[config.mk]
export PLATFORM = sky130hd
export DESIGN_NAME = sarcs_top
export DESIGN_NICKNAME = d
export VERILOG_FILES = /design/src/logic/sarcs_pkg.sv /design/src/logic/sarcs_sync.sv /design/src/logic/sarcs_top.sv
export SDC_FILE = /design/constraint.sdc
export NUM_CORES = 1
export LEC_CHECK = 0
export ABC_AREA = 1
export BUFFER_PORTS_ARGS = -buffer_cell sky130_fd_sc_hd__buf_2
export CORE_UTILIZATION = 35
export CTS_BUF_LIST = sky130_fd_sc_hd__clkbuf_8 sky130_fd_sc_hd__clkbuf_16
export DETAILED_ROUTE_END_ITERATION = 6
export PLACE_DENSITY_LB_ADDON = 0.15
export SYNTH_ARGS = -nofsm -noshare
export SYNTH_HDL_FRONTEND = slang
export SYNTH_SLANG_ARGS = --single-unit
[constraint.sdc]
create_clock -name clk_sys -period 1.4 [get_ports clk_sys]
set_input_delay 0.28 -clock clk_sys [delete_from_list [all_inputs] [get_ports clk_sys]]
set_output_delay 0.28 -clock clk_sys [all_outputs]
set_load 0.02 [all_outputs]
[src/logic/sarcs_pkg.sv]
package sarcs_pkg;
  localparam int unsigned RESULT_BITS      = 16;
  localparam int unsigned CHAIN_DELAY      = 16;
  localparam int unsigned CLK_SYS_MHZ      = 100;
  localparam int unsigned FAST_RATE_KSPS   = 2500;
  localparam int unsigned SLOW_RATE_KSPS   = 2000;
  localparam int unsigned FAST_PERIOD_CYC  = (CLK_SYS_MHZ * 1000) / FAST_RATE_KSPS;
  localparam int unsigned SLOW_PERIOD_CYC  = (CLK_SYS_MHZ * 1000) / SLOW_RATE_KSPS;
  localparam int unsigned CONV_CYC         = 30;
  localparam logic [1:0]  SYNC_RESET       = 2'h0;
  typedef enum logic [1:0] {
    SARCS_IDLE = 2'b00,
    SARCS_CONV = 2'b01,
    SARCS_READ = 2'b10
  } sarcs_state_t;
endpackage

[src/logic/sarcs_sync.sv]
module sarcs_sync
  import sarcs_pkg::*;
#(
  parameter int unsigned WIDTH = 3
) (
  input  wire logic             clk_sys,
  input  wire logic             rst,
  input  wire logic [WIDTH-1:0] async_in,
  output logic      [WIDTH-1:0] sync_out
);
  logic [WIDTH-1:0] meta_r;

  // Second stage is the only reader of the first
  always_ff @(posedge clk_sys) begin
    if (rst) begin
      meta_r   <= '0;
      sync_out <= '0;
    end else begin
      meta_r   <= async_in;
      sync_out <= meta_r;
    end
  end
endmodule

[src/logic/sarcs_top.sv]
// Overview of operation
// - Selected after conversion: each serial clock shifts one bit, except the first after a busy start bit
// - Convert rising edge starts conversion unless one is running; every rising edge latches mode
// - Chip-select mode: output driven while convert low
// - Serial input low at edge: chain mode
// - Chain: input reaches output 16 clocks later
// - Serial input high at edge: chip-select mode
// - Chip-select: convert low, or input low outside conversion, enables output
// - Chip-select, input or convert low at completion: busy indicator
// - Speed pin high: stay powered, 2.5 MSPS
// - Speed pin low: power down, 2.0 MSPS
// - Powerdown high, bandgap pin low: both off
// - Result shifts out in step with serial clock
// - Powerdown low enables reference and buffer
module sarcs_top
  import sarcs_pkg::*;
(
  input  wire logic                   clk_sys,
  input  wire logic                   rst,
  input  wire logic                   convert_pin,
  input  wire logic                   sck,
  input  wire logic                   sdi,
  input  wire logic                   speed_mode_select,
  input  wire logic                   ref_powerdown,
  input  wire logic                   bandgap_ref_pin,
  input  wire logic [RESULT_BITS-1:0] conv_code,
  output logic                        sdo_out,
  output logic                        sdo_oe_n,
  output logic                        converting,
  output logic                        core_powered,
  output logic                        ref_enable,
  output logic                        ref_buffer_enable,
  output logic                        bandgap_enable,
  output logic                        chain_mode,
  output logic                        rate_too_fast,
  output logic                        first_result_invalid
);
  logic [3:0]             sync_w;
  logic                   cnv_s;
  logic                   sck_s;
  logic                   sdi_s;
  logic                   spd_s;
  logic                   cnv_d_r;
  logic                   sck_d_r;
  logic                   cnv_rise;
  logic                   sck_rise;
  logic                   sck_fall;
  sarcs_state_t           state_r;
  logic [7:0]             conv_cnt_r;
  logic [7:0]             period_cnt_r;
  logic [RESULT_BITS-1:0] shift_r;
  logic                   busy_en_r;
  logic                   turbo_r;
  logic                   fast_seen_r;
  logic                   select_n;
  logic                   conv_done;
  logic                   busy_now;
  logic                   shift_en;

  // Completion decode, shared by load, busy and output logic
  function automatic logic conv_last(input sarcs_state_t st, input logic [7:0] cnt);
    return (st == SARCS_CONV) && (cnt == 8'h00);
  endfunction

  // Speed pin is asynchronous as well, so it shares the synchroniser
  sarcs_sync #(.WIDTH(4)) u_sync (
    .clk_sys  (clk_sys),
    .rst      (rst),
    .async_in ({convert_pin, sck, sdi, speed_mode_select}),
    .sync_out (sync_w)
  );

  assign cnv_s    = sync_w[3];
  assign sck_s    = sync_w[2];
  assign sdi_s    = sync_w[1];
  assign spd_s    = sync_w[0];
  assign cnv_rise = cnv_s & ~cnv_d_r;
  assign sck_rise = sck_s & ~sck_d_r;
  assign sck_fall = ~sck_s & sck_d_r;

  always_ff @(posedge clk_sys) begin
    if (rst) begin
      cnv_d_r <= 1'b0;
      sck_d_r <= 1'b0;
    end else begin
      cnv_d_r <= cnv_s;
      sck_d_r <= sck_s;
    end
  end

  always_ff @(posedge clk_sys) begin
    if (rst) begin
      chain_mode <= 1'b0;
      turbo_r    <= 1'b0;
    end else if (cnv_rise) begin
      chain_mode <= ~sdi_s;
      turbo_r    <= spd_s;
    end
  end

  // Conversion timing from the internal clock, not the serial clock
  always_ff @(posedge clk_sys) begin
    if (rst) begin
      state_r    <= SARCS_IDLE;
      conv_cnt_r <= 8'h00;
    end else begin
      case (state_r)
        SARCS_IDLE, SARCS_READ: begin
          if (cnv_rise) begin
            state_r    <= SARCS_CONV;
            conv_cnt_r <= 8'(CONV_CYC - 1);
          end
        end
        SARCS_CONV: begin
          if (conv_cnt_r == 8'h00) begin
            state_r <= SARCS_READ;
          end else begin
            conv_cnt_r <= conv_cnt_r - 8'h01;
          end
        end
        default: state_r <= SARCS_IDLE;
      endcase
    end
  end

  assign converting = (state_r == SARCS_CONV);
  assign conv_done  = conv_last(state_r, conv_cnt_r);

  assign busy_now = ~chain_mode & (~sdi_s | ~cnv_s);

  // Start bit takes the first serial clock, so that clock must not shift
  always_ff @(posedge clk_sys) begin
    if (rst) begin
      busy_en_r <= 1'b0;
    end else if (conv_done) begin
      busy_en_r <= busy_now;
    end else if (cnv_rise || (shift_en && sck_rise)) begin
      busy_en_r <= 1'b0;
    end
  end

  always_ff @(posedge clk_sys) begin
    if (rst) begin
      shift_r <= '0;
    end else if (conv_done) begin
      shift_r <= conv_code;
    end else if (shift_en && sck_rise && !busy_en_r) begin
      shift_r <= {shift_r[RESULT_BITS-2:0], chain_mode ? sdi_s : 1'b0};
    end
  end

  always_ff @(posedge clk_sys) begin
    if (rst) begin
      sdo_out <= 1'b0;
    end else if (conv_done) begin
      // Low start bit marks completion when the busy indicator is on
      sdo_out <= busy_now ? 1'b0 : conv_code[RESULT_BITS-1];
    end else if (shift_en && sck_fall) begin
      sdo_out <= shift_r[RESULT_BITS-1];
    end
  end

  assign select_n = ~sdi_s | ~cnv_s;

  assign shift_en = (state_r == SARCS_READ) && (chain_mode || select_n);

  always_ff @(posedge clk_sys) begin
    if (rst) begin
      sdo_oe_n <= 1'b1;
    end else if (chain_mode) begin
      sdo_oe_n <= 1'b0;
    end else begin
      sdo_oe_n <= ~(select_n & ~cnv_s) & ~(select_n & ~converting);
    end
  end

  assign core_powered = turbo_r | converting;

  always_ff @(posedge clk_sys) begin
    if (rst) begin
      period_cnt_r  <= 8'hFF;
      rate_too_fast <= 1'b0;
    end else if (cnv_rise) begin
      rate_too_fast <= turbo_r ? (period_cnt_r < 8'(FAST_PERIOD_CYC))
                               : (period_cnt_r < 8'(SLOW_PERIOD_CYC));
      period_cnt_r  <= 8'h01;
    end else if (period_cnt_r != 8'hFF) begin
      period_cnt_r <= period_cnt_r + 8'h01;
    end
  end

  always_ff @(posedge clk_sys) begin
    if (rst) begin
      fast_seen_r          <= 1'b0;
      first_result_invalid <= 1'b0;
    end else if (cnv_rise) begin
      first_result_invalid <= spd_s & ~fast_seen_r;
      fast_seen_r          <= spd_s;
    end
  end

  assign ref_enable        = ~ref_powerdown;
  assign ref_buffer_enable = ~(ref_powerdown & ~bandgap_ref_pin);
  assign bandgap_enable    = ~(ref_powerdown & ~bandgap_ref_pin) & ~ref_powerdown;
endmodule

==> results of run 1 <==
==> through the flow <==
stage | area, um^2 | cells | util [%] | hold WS [ns] | total power [mW]
after floorplan | 2400 | 345 | - | 0.387 | 2.66
after global placement | 2830 | 472 | 43.6 | 0.392 | 3.09
after detailed placement | 2830 | 472 | 43.6 | 0.394 | 3.10
after CTS | 3050 | 483 | 46.9 | 0.158 | 4.26
after global routing | 3250 | 485 | 50.1 | 0.158 | 4.75
final | 3250 | 485 | 50.1 | 0.171 | 4.42
==> registers in the layout (all words and copies together), names as in the netlist, 2 cells and up <==
name and cells:
conv_cnt_r 8, period_cnt_r 8, u_sync.meta_r 4, shift_r 16
u_sync.sync_out 4, state_r 2
==> how the worst min path moves through the flow <==
stage | to | slack, ns | cells past startpoint
after floorplan | u_sync.meta_r[0] | 0.39 | 2
after detailed placement | u_sync.sync_out[0] | 0.39 | 2
after global placement | u_sync.sync_out[0] | 0.39 | 2
final | u_sync.meta_r[2] | 0.17 | 3
after global routing | u_sync.meta_r[2] | 0.16 | 3
after CTS | u_sync.meta_r[2] | 0.16 | 3
==> critical path, cell delays in order (launching register included) <==
cell	delay, ns
sky130_fd_sc_hd__dfxtp_2	0.33
sky130_fd_sc_hd__inv_2	0.07
sky130_fd_sc_hd__ha_4	0.14
sky130_fd_sc_hd__nand3_4	0.07
sky130_fd_sc_hd__nor2_4	0.14
sky130_fd_sc_hd__buf_6	0.13
sky130_fd_sc_hd__nor2_2	0.04
sky130_fd_sc_hd__nor2_4	0.16
sky130_fd_sc_hd__nor2_1	0.06
sky130_fd_sc_hd__nor2_1	0.09
sky130_fd_sc_hd__nor2_1	0.04
==> cell usage after synthesis, drive strengths merged <==
cell type	count
o22ai	2
nand2	69
o21ai	13
nand3	56
or2	4
buf	12
xor2	2
dfxtp	51
o31ai	3
nand4	6
o211ai	2
clkbuf	2
ha	3
a21oi	10
nor2b	1
nor2	68
inv	39
nor3	2
==> power by group <==
group | internal [mW] | switching, mW
clock | 0.588 | 0.501
combinational | 0.725 | 0.817
sequential | 1.64 | 0.151
==> kinds of logic (layout without fill, tap and decap cells) <==
logic type      count (synthesis)  after routing
xor+xnor                        2              2
compound gates                 30             30
simple gates                  206            206
fa+ha+maj                       3              3
flops                          51             51
buf+inv                        53            116
==> final cells by class <==
class / count / area (um^2) / share of cell area (%)
tap: 77 / 96.3 / 2.96
clock buffer: 6 / 82.6 / 2.54
inverter: 39 / 146 / 4.50
multi-input combinational: 241 / 1330 / 41.0
sequential: 51 / 1030 / 31.7
timing repair buffer: 69 / 527 / 16.2
clock inverter: 2 / 38.8 / 1.19
==> timing repair <==
action / in CTS / in global routing
setup endpoints to repair: 26 / 35
pin swaps: 10 / 11
buffers inserted: 2 / 2
gates cloned: 1 / 1
gates resized for setup: 14 / 45
==> routing by layer <==
| layer | vias to the layer above | global-route usage (%) | routed length [um] |
|---|---|---|---|
| met5 | - | 0 | 0 |
| li1 | 1227 | - | - |
| met1 | 1046 | 21.2 | 2700 |
| met2 | 37 | 25.9 | 2530 |
| met3 | 5 | 2.95 | 166 |
| met4 | 0 | 5.55 | 57 |
==> flow_metrics.env, run 1 <==
export IMPL_dp_final_hpwl_um=3730
export IMPL_final_setup_tns_ns=0
export IMPL_fmaxAchievable_ghz=0.730
export IMPL_buffer_ports_inserted=33
export IMPL_synth_adder_area_share_pct=1.56
export IMPL_cp_max_fo=7
export IMPL_worst_pin_slew_ns=0.316
export IMPL_clockRootBuffer="sky130_fd_sc_hd__clkbuf_8"
export IMPL_arrival_ns=1.58
export IMPL_drive_gt1_share_pct=33.6
export IMPL_drt_pre_antenna_iters=7
export IMPL_synth_top_family_by_area="simple AND/OR/NAND/NOR gates"
export IMPL_yosysWarnings=0
export IMPL_post_synth_instance_area_um2=2400
export IMPL_post_synth_main_area_contributors="sky130_fd_sc_hd__dfxtp_1 (43%), sky130_fd_sc_hd__nand3_1 (12%), sky130_fd_sc_hd__nand2_1 (10%)"
export IMPL_ios=34
export IMPL_worst_hold_path_type="input port to flop"
export IMPL_post_route_period_util_pct=97.9
export IMPL_critical_path_required_ns=1.60
export IMPL_post_place_ws_ns=-0.0967
export IMPL_final_cell_mix="sky130_fd_sc_hd__nand2_1 (61), sky130_fd_sc_hd__nor2_1 (61), sky130_fd_sc_hd__dfxtp_1 (44)"
export IMPL_final_setup_viol_count=0
export IMPL_tritoncts="yes"
export IMPL_slew_headroom_pct=78.9
export IMPL_synth_compound_gate_area_share_pct=7.04
export IMPL_grt_util_all_layers_pct=15.9
export IMPL_criticalPathCategory="flop to flop"
export IMPL_rr_startpoint="conv_cnt_r[0]"
export IMPL_worst_skew_pair_late_latency_ns=0.30
export IMPL_placement_rows=29
export IMPL_route_final_wire_length_um=5450
export IMPL_cts_hold_repair_buffers=0
export IMPL_n_fill_cell=628
export IMPL_slew_violations=0
export IMPL_final_setup_worst_slack_ns=0.0297
export IMPL_yosysUniqueCellTypes=28
export IMPL_critical_path_startpoint="conv_cnt_r[0]"
export IMPL_grt_pass1_wl_um=9220
export IMPL_outcome="finished, violations left"
export IMPL_ys_seq_elements=51
export IMPL_power_static_leakage_nw=1.44
export IMPL_reg2reg_slack_ns=0.03
export IMPL_yosysTopAreaCell="sky130_fd_sc_hd__dfxtp_1"
export IMPL_first_global_vias=2081
export IMPL_critical_path_reg2reg_endpoint="conv_cnt_r[7]"
export IMPL_synthCells=345
export IMPL_detailroute_via_count=2315
export IMPL_antenna_found_initial=0
export IMPL_synthesis_nets=372
export IMPL_die_w_um=84.8
export IMPL_synthXorXnorAreaFrac_pct=0.730
export IMPL_peakVddDrop_v=0.000554
export IMPL_powerDensity_nw_per_um2=1360
export IMPL_clk_pin_slew_worst_paths_ns=0.09
export IMPL_crit_end="conv_cnt_r[7]"
export IMPL_yosys_area_share_simple_pct=37.9
export IMPL_worst_hold_startpoint="sck"
export IMPL_globalRoute_totalOverflow=0
export IMPL_yosys_area_top_type_share_pct=42.6
export IMPL_drc=4
export IMPL_cts_num_sinks=51
export IMPL_failed_checks="design-rule violations"
export IMPL_grt_setup_unrepaired="true"
export IMPL_design_die_area_um2=7190
export IMPL_synth_area_per_cell_um2=6.95
export IMPL_globalplace_congestion=0.811
export IMPL_final_hold_violation_count=0
export IMPL_share_of_synthesized_area_spent_on_multiplexers_pct=0
export IMPL_drtAntennaViolNets=0
export IMPL_period_minus_slack_ns=1.37
export IMPL_routed_wire_length_per_instance_um=11.2
export IMPL_coreArea_um2=6490
export IMPL_final_nets=434
export IMPL_ff2ff_path_depth=10
export IMPL_fp_dieH_um=84.8
export IMPL_grt_max_degree=30
export IMPL_critical_path_endpoint_type="flop"
export IMPL_antenna_cells_inserted=0
export IMPL_max_cap_violations=0
export IMPL_clock_skew_ns=0.00429
export IMPL_h_tree_depth=2
export IMPL_post_drt_via_cell_ratio=4.77
export IMPL_startpoint_type="flop"
export IMPL_cts_path_max_buffers=2
export IMPL_cts_inserted_buffers=5
export IMPL_syn2layout_area_growth_pct=35.6
export IMPL_initialDrtViolationCount=108
export IMPL_starting_density_of_the_core_pct=36.9
export IMPL_synth_seq_area_share_pct=42.6
Power figures use the tool's default switching activity.
==> run 2, diff against run 1 <==
- CELL_PAD_IN_SITES_DETAIL_PLACEMENT: unset -> 0
- CELL_PAD_IN_SITES_GLOBAL_PLACEMENT: unset -> 2
- CORE_UTILIZATION: 35 -> 28
==> run 2 against run 1 <==
Net effect: the flow finishes with violations (negative setup slack); critical path depth stayed put; via count is 0.26% higher; wire length is 14% higher; setup slack worse by 0.045 ns; clock power is 11% lower; hold slack worse by 0.0016 ns; core utilization is 9.5 points lower; power is 0.23% lower; highest routed layer unchanged.
==> flow_metrics.env, run 2 (same netlist as run 1, synthesis figures left out) <==
export IMPL_die_w_um=94.6
export IMPL_grt_util_all_layers_pct=15.1
export IMPL_cts_hold_repair_buffers=0
export IMPL_post_route_period_util_pct=101
export IMPL_drc=0
export IMPL_outcome="finished, violations left"
export IMPL_met3RoutedLength_um=168
export IMPL_drtAntennaViolNets=0
export IMPL_route_final_wire_length_um=6200
export IMPL_critical_path_slowest_cell="sky130_fd_sc_hd__dfxtp_2"
export IMPL_worst_hold_path_type="input port to flop"
export IMPL_dp_final_hpwl_um=4150
export IMPL_top_layer_used="met4"
export IMPL_max_cap_violations=0
export IMPL_design_die_area_um2=8940
export IMPL_h_tree_depth=2
export IMPL_slew_headroom_pct=78.8
export IMPL_worst_skew_pair_late_latency_ns=0.31
export IMPL_drt_pre_antenna_iters=4
export IMPL_biggestRegsByFlops="shift_r (16), conv_cnt_r (8), period_cnt_r (8)"
export IMPL_globalplace_congestion=0.753
export IMPL_clockRootBuffer="sky130_fd_sc_hd__clkbuf_8"
export IMPL_grt_pass1_wl_um=10400
export IMPL_tritoncts="yes"
export IMPL_critical_path_reg2reg_endpoint="shift_r[0]"
export IMPL_final_nets=444
export IMPL_final_hold_violation_count=0
export IMPL_globalRoute_totalOverflow=0
export IMPL_routed_wire_length_per_instance_um=11.9
export IMPL_whs_endpoint="u_sync.meta_r[1]"
export IMPL_critical_path_endpoint_type="flop"
export IMPL_grt_max_degree=30
export IMPL_period_minus_slack_ns=1.42
export IMPL_criticalPathCategory="flop to flop"
export IMPL_cp_max_fo=8
export IMPL_cts_num_sinks=51
export IMPL_report_power_total_mw=4.41
export IMPL_buffer_ports_inserted=33
export IMPL_critical_path_required_ns=1.65
export IMPL_fp_dieH_um=94.6
export IMPL_peakVddDrop_v=0.000438
export IMPL_layout_commonest_cell="sky130_fd_sc_hd__nand2_1"
export IMPL_reg2reg_slack_ns=-0.02
export IMPL_first_global_vias=2184
export IMPL_final_setup_viol_count=2
export IMPL_syn2layout_area_growth_pct=39.6
export IMPL_critical_path_max_stage_delay_ns=0.33
export IMPL_max_ffs_per_register=16
export IMPL_critical_path_startpoint="conv_cnt_r[0]"
export IMPL_cts_path_max_buffers=2
export IMPL_antenna_found_initial=0
export IMPL_number_of_cells_traversed_by_the_worst_hold_path=3
export IMPL_critical_path_cell_chain="inv_2, ha_4, nand3_4, nor2_4, nand2_4, nand2_4, buf_6, buf_16, o21ai_2, nor2b_1"
export IMPL_arrival_ns=1.67
export IMPL_startpoint_type="flop"
export IMPL_clk_pin_slew_worst_paths_ns=0.10
export IMPL_rr_startpoint="conv_cnt_r[0]"
export IMPL_clock_skew_ns=0.00813
export IMPL_powerDensity_nw_per_um2=1320
export IMPL_final_setup_tns_ns=-0.0158
export IMPL_fmaxAchievable_ghz=0.706
export IMPL_starting_density_of_the_core_pct=29.0
export IMPL_worst_hold_startpoint="sdi"
export IMPL_final_cell_mix="sky130_fd_sc_hd__nand2_1 (60), sky130_fd_sc_hd__nor2_1 (53), sky130_fd_sc_hd__nand3_1 (44), sky130_fd_sc_hd__dfxtp_1 (44), sky130_fd_sc_hd__buf_4 (38)"
export IMPL_detailroute_wirelength_met2_um=2890
export IMPL_grt_setup_unrepaired="true"
export IMPL_antenna_cells_inserted=0
export IMPL_power_static_leakage_nw=1.50
export IMPL_worst_pin_slew_ns=0.317
export IMPL_final_setup_worst_slack_ns=-0.0154
export IMPL_worst_path_most_repeated_cell="sky130_fd_sc_hd__nand2_4"
export IMPL_failed_checks="negative setup slack"
export IMPL_cts_inserted_buffers=5
export IMPL_detailroute_via_count=2321
export IMPL_slew_violations=0
export IMPL_coreArea_um2=8260
export IMPL_ios=34
export IMPL_largest_register="shift_r"
export IMPL_ff2ff_path_depth=10
export IMPL_drive_gt1_share_pct=34.7
export IMPL_initialDrtViolationCount=103
export IMPL_metal_1_wl_um=3070
export IMPL_placement_rows=33
export IMPL_post_drt_via_cell_ratio=4.44
[run 2: where the power goes]
| part | switching (mW) | internal [mW] |
|---|---|---|
| logic | 0.833 | 0.808 |
| clock network | 0.523 | 0.451 |
| registers | 0.157 | 1.64 |
[run 2: worst max-delay path, delay by kind of cell (launching register included)]
kind / cells / cell delay, ns
AO/OA/AOI/OAI: 1 / 0.05
adder cells (fa/ha/maj): 1 / 0.14
buffers and inverters: 3 / 0.34
flip-flops: 1 / 0.33
AND/OR/NAND/NOR: 5 / 0.49
[run 2: timing repair]
| item | 4_1_cts | 5_1_grt |
|---|---|---|
| setup buffers | 6 | 5 |
| cloned | 3 | 0 |
| setup endpoints to repair | 25 | 33 |
| pin swaps | 4 | 26 |
| resized for setup | 31 | 35 |
[run 2: metal layers]
metal  track usage [%]  vias to the layer above
li1                  -                     1245
met1              19.6                     1047
met2              25.3                       24
met3              3.14                        5
met4              4.17                        0
met5                 0                        -
[run 2: through the flow]
stage / instances / cell area [um^2] / worst slack, ns / hold slack, ns / utilization, %
3_5_place_dp: 504 / 2900 / -0.0924 / 0.392 / 35.1
4_1_cts: 520 / 3240 / -0.0505 / 0.157 / 39.2
6_report: 523 / 3350 / -0.0154 / 0.170 / 40.5
2_1_floorplan: 345 / 2400 / 0.0206 / 0.387 / -
3_3_place_gp: 504 / 2900 / -0.0477 / 0.394 / 35.1
5_1_grt: 523 / 3350 / -0.125 / 0.157 / 40.5
[run 2: worst max-delay path by stage]
stage,to,cells past startpoint
after floorplan,shift_r[3],11
after global placement,shift_r[0],9
after detailed placement,shift_r[0],9
after CTS,shift_r[0],10
after global routing,conv_cnt_r[7],9
final,shift_r[0],10
[run 2: area by class of cell]
type	count	area, um^2
Fill cell	893	4910
Tap cell	105	131
Sequential cell	51	1030
Timing Repair Buffer	79	612
Clock buffer	7	96.3
Clock inverter	1	7.51
Multi-Input combinational cell	241	1330
Inverter	39	146
==> run 3, diff against run 2 <==
==> constraint.sdc (replaced) <==
create_clock -name clk_sys -period 1.4 [get_ports clk_sys]
set_input_delay 0.14 -clock clk_sys [delete_from_list [all_inputs] [get_ports clk_sys]]
set_output_delay 0.14 -clock clk_sys [all_outputs]
set_load 0.02 [all_outputs]
==> run 3 against run 2 <==
Net effect: the flow now finishes without violations; fmax up 2.7%; register-to-register slack better by 0.04 ns; wire length down 3.2%; first-iteration DRC count down 64%.
==> flow_metrics.env, run 3 (same netlist as run 1, synthesis figures left out) <==
export IMPL_final_nets=435
export IMPL_max_ffs_per_register=16
export IMPL_cp_max_fo=8
export IMPL_finalInstanceArea_um2=3220
export IMPL_placement_rows=33
export IMPL_max_cap_violations=0
export IMPL_die_w_um=94.6
export IMPL_detailroute_via_count=2294
export IMPL_coreArea_um2=8260
export IMPL_critical_path_required_ns=1.60
export IMPL_arrival_ns=1.58
export IMPL_clock_skew_ns=0.00515
export IMPL_post_drt_via_cell_ratio=4.46
export IMPL_slew_violations=0
export IMPL_buffer_ports_inserted=33
export IMPL_post_route_period_util_pct=98.4
export IMPL_cts_hold_repair_buffers=0
export IMPL_biggestRegsByFlops="shift_r (16), conv_cnt_r (8), period_cnt_r (8)"
export IMPL_clockRootBuffer="sky130_fd_sc_hd__clkbuf_8"
export IMPL_antenna_found_initial=0
export IMPL_final_util_pct=38.9
export IMPL_final_setup_tns_ns=0
export IMPL_drive_gt1_share_pct=30.6
export IMPL_cts_num_sinks=51
export IMPL_worst_pin_slew_ns=0.307
export IMPL_grt_setup_unrepaired="true"
export IMPL_starting_density_of_the_core_pct=29.0
export IMPL_grt_pass1_wl_um=9490
export IMPL_area_sequential_um2=1030
export IMPL_outcome="finished clean"
export IMPL_critical_path_max_stage_delay_ns=0.33
export IMPL_globalplace_congestion=0.753
export IMPL_startpoint_type="flop"
export IMPL_tritoncts="yes"
export IMPL_first_global_vias=2060
export IMPL_place_area_um2=2870
export IMPL_final_cell_mix="sky130_fd_sc_hd__nand2_1 (62), sky130_fd_sc_hd__nor2_1 (62), sky130_fd_sc_hd__dfxtp_1 (46)"
export IMPL_final_setup_viol_count=0
export IMPL_drt_pre_antenna_iters=4
export IMPL_critical_path_cell_chain="inv_2, ha_4, nand3_4, nor2_4, nand2_2, nand2_4, buf_12, nand3_1, nor2b_1"
export IMPL_worst_hold_path_type="input port to flop"
export IMPL_dp_final_hpwl_um=4170
export IMPL_cts_inserted_buffers=5
export IMPL_critical_path_slowest_cell="sky130_fd_sc_hd__dfxtp_2"
export IMPL_ios=34
export IMPL_peakVddDrop_v=0.000362
export IMPL_route_final_wire_length_um=6000
export IMPL_critical_path_endpoint_type="flop"
export IMPL_number_of_cells_traversed_by_the_worst_hold_path=3
export IMPL_criticalPathCategory="flop to flop"
export IMPL_clk_pin_slew_worst_paths_ns=0.10
export IMPL_globalRoute_totalOverflow=0
export IMPL_routed_wire_length_per_instance_um=11.7
export IMPL_cp_num_buf_inv=2
export IMPL_largest_register="shift_r"
export IMPL_h_tree_depth=2
export IMPL_syn2layout_area_growth_pct=34.1
export IMPL_powerDensity_nw_per_um2=1360
export IMPL_multi_input_comb_area_um2=1270
export IMPL_design_die_area_um2=8940
export IMPL_slew_headroom_pct=79.4
export IMPL_antenna_cells_inserted=0
export IMPL_worst_skew_pair_late_latency_ns=0.30
export IMPL_grt_max_degree=30
export IMPL_ff2ff_path_depth=9
export IMPL_cts_path_max_buffers=2
export IMPL_fmaxAchievable_ghz=0.726
export IMPL_path_delay_family="simple AND/OR/NAND/NOR gates"
export IMPL_power_static_leakage_nw=1.43
export IMPL_final_hold_violation_count=0
export IMPL_period_minus_slack_ns=1.38
export IMPL_timing_critical_path_depth=9
export IMPL_drtAntennaViolNets=0
export IMPL_n_fill_cell=889
export IMPL_grt_util_all_layers_pct=13.6
export IMPL_initialDrtViolationCount=37
export IMPL_drc=0
export IMPL_fp_dieH_um=94.6
-- run 3: cell types whose count changed in the layout (fill, tap and decap cells not counted), sizes merged --
cell and change:
clkinv +1, clkinvlp -1, buf -10, bufinv +1
-- run 3: routing by layer --
layer | up-vias | wire, um | track usage (%)
li1 | 1224 | - | -
met1 | 1045 | 3030 | 17.6
met2 | 23 | 2770 | 23.1
met3 | 2 | 151 | 2.58
met4 | 0 | 42 | 3.41
met5 | - | 0 | 0
-- run 3: stage by stage --
step / power [mW] / setup WS [ns] / cells / hold WS (ns)
2_1_floorplan: 2.66 / 0.0206 / 345 / 0.247
3_3_place_gp: 3.19 / -0.0532 / 501 / 0.342
3_5_place_dp: 3.19 / -0.0796 / 501 / 0.348
4_1_cts: 4.32 / -0.0361 / 512 / 0.0296
5_1_grt: 4.69 / -0.0694 / 514 / 0.0354
6_report: 4.36 / 0.0221 / 514 / 0.0396
-- run 3: power by group --
group / internal (mW) / switching, mW
registers: 1.63 / 0.133
logic: 0.717 / 0.815
clock network: 0.579 / 0.488
total: 2.93 / 1.44
-- run 3: area by class of cell --
type	count	area share (%)
Multi-Input combinational cell	241	39.5
Sequential cell	51	31.9
Timing Repair Buffer	70	16.2
Inverter	39	4.55
Tap cell	105	4.09
Clock buffer	6	2.57
Clock inverter	2	1.09
-- run 3: worst paths after layout --
| path | from | end | slack [ns] |
|---|---|---|---|
| max | conv_cnt_r[1] | shift_r[0] | 0.02 |
| min | sdi | u_sync.meta_r[1] | 0.04 |
| max reg2reg | conv_cnt_r[1] | shift_r[0] | 0.02 |
| min reg2reg | u_sync.meta_r[1] | u_sync.sync_out[1] | 0.40 |
-- run 3: worst min-delay path, cell delays in order --
cell	delay (ns)
sky130_fd_sc_hd__buf_2	0.09
sky130_fd_sc_hd__inv_1	0.04
sky130_fd_sc_hd__nor2_1	0.03
-- run 3: repair_timing --
action / in CTS / in global routing
gates cloned: 1 / 1
endpoints found under the hold margin: 0 / 0
endpoints found under the setup margin: 23 / 29
gates resized for setup: 13 / 27
pin swaps: 9 / 12
setup buffers: 3 / 1
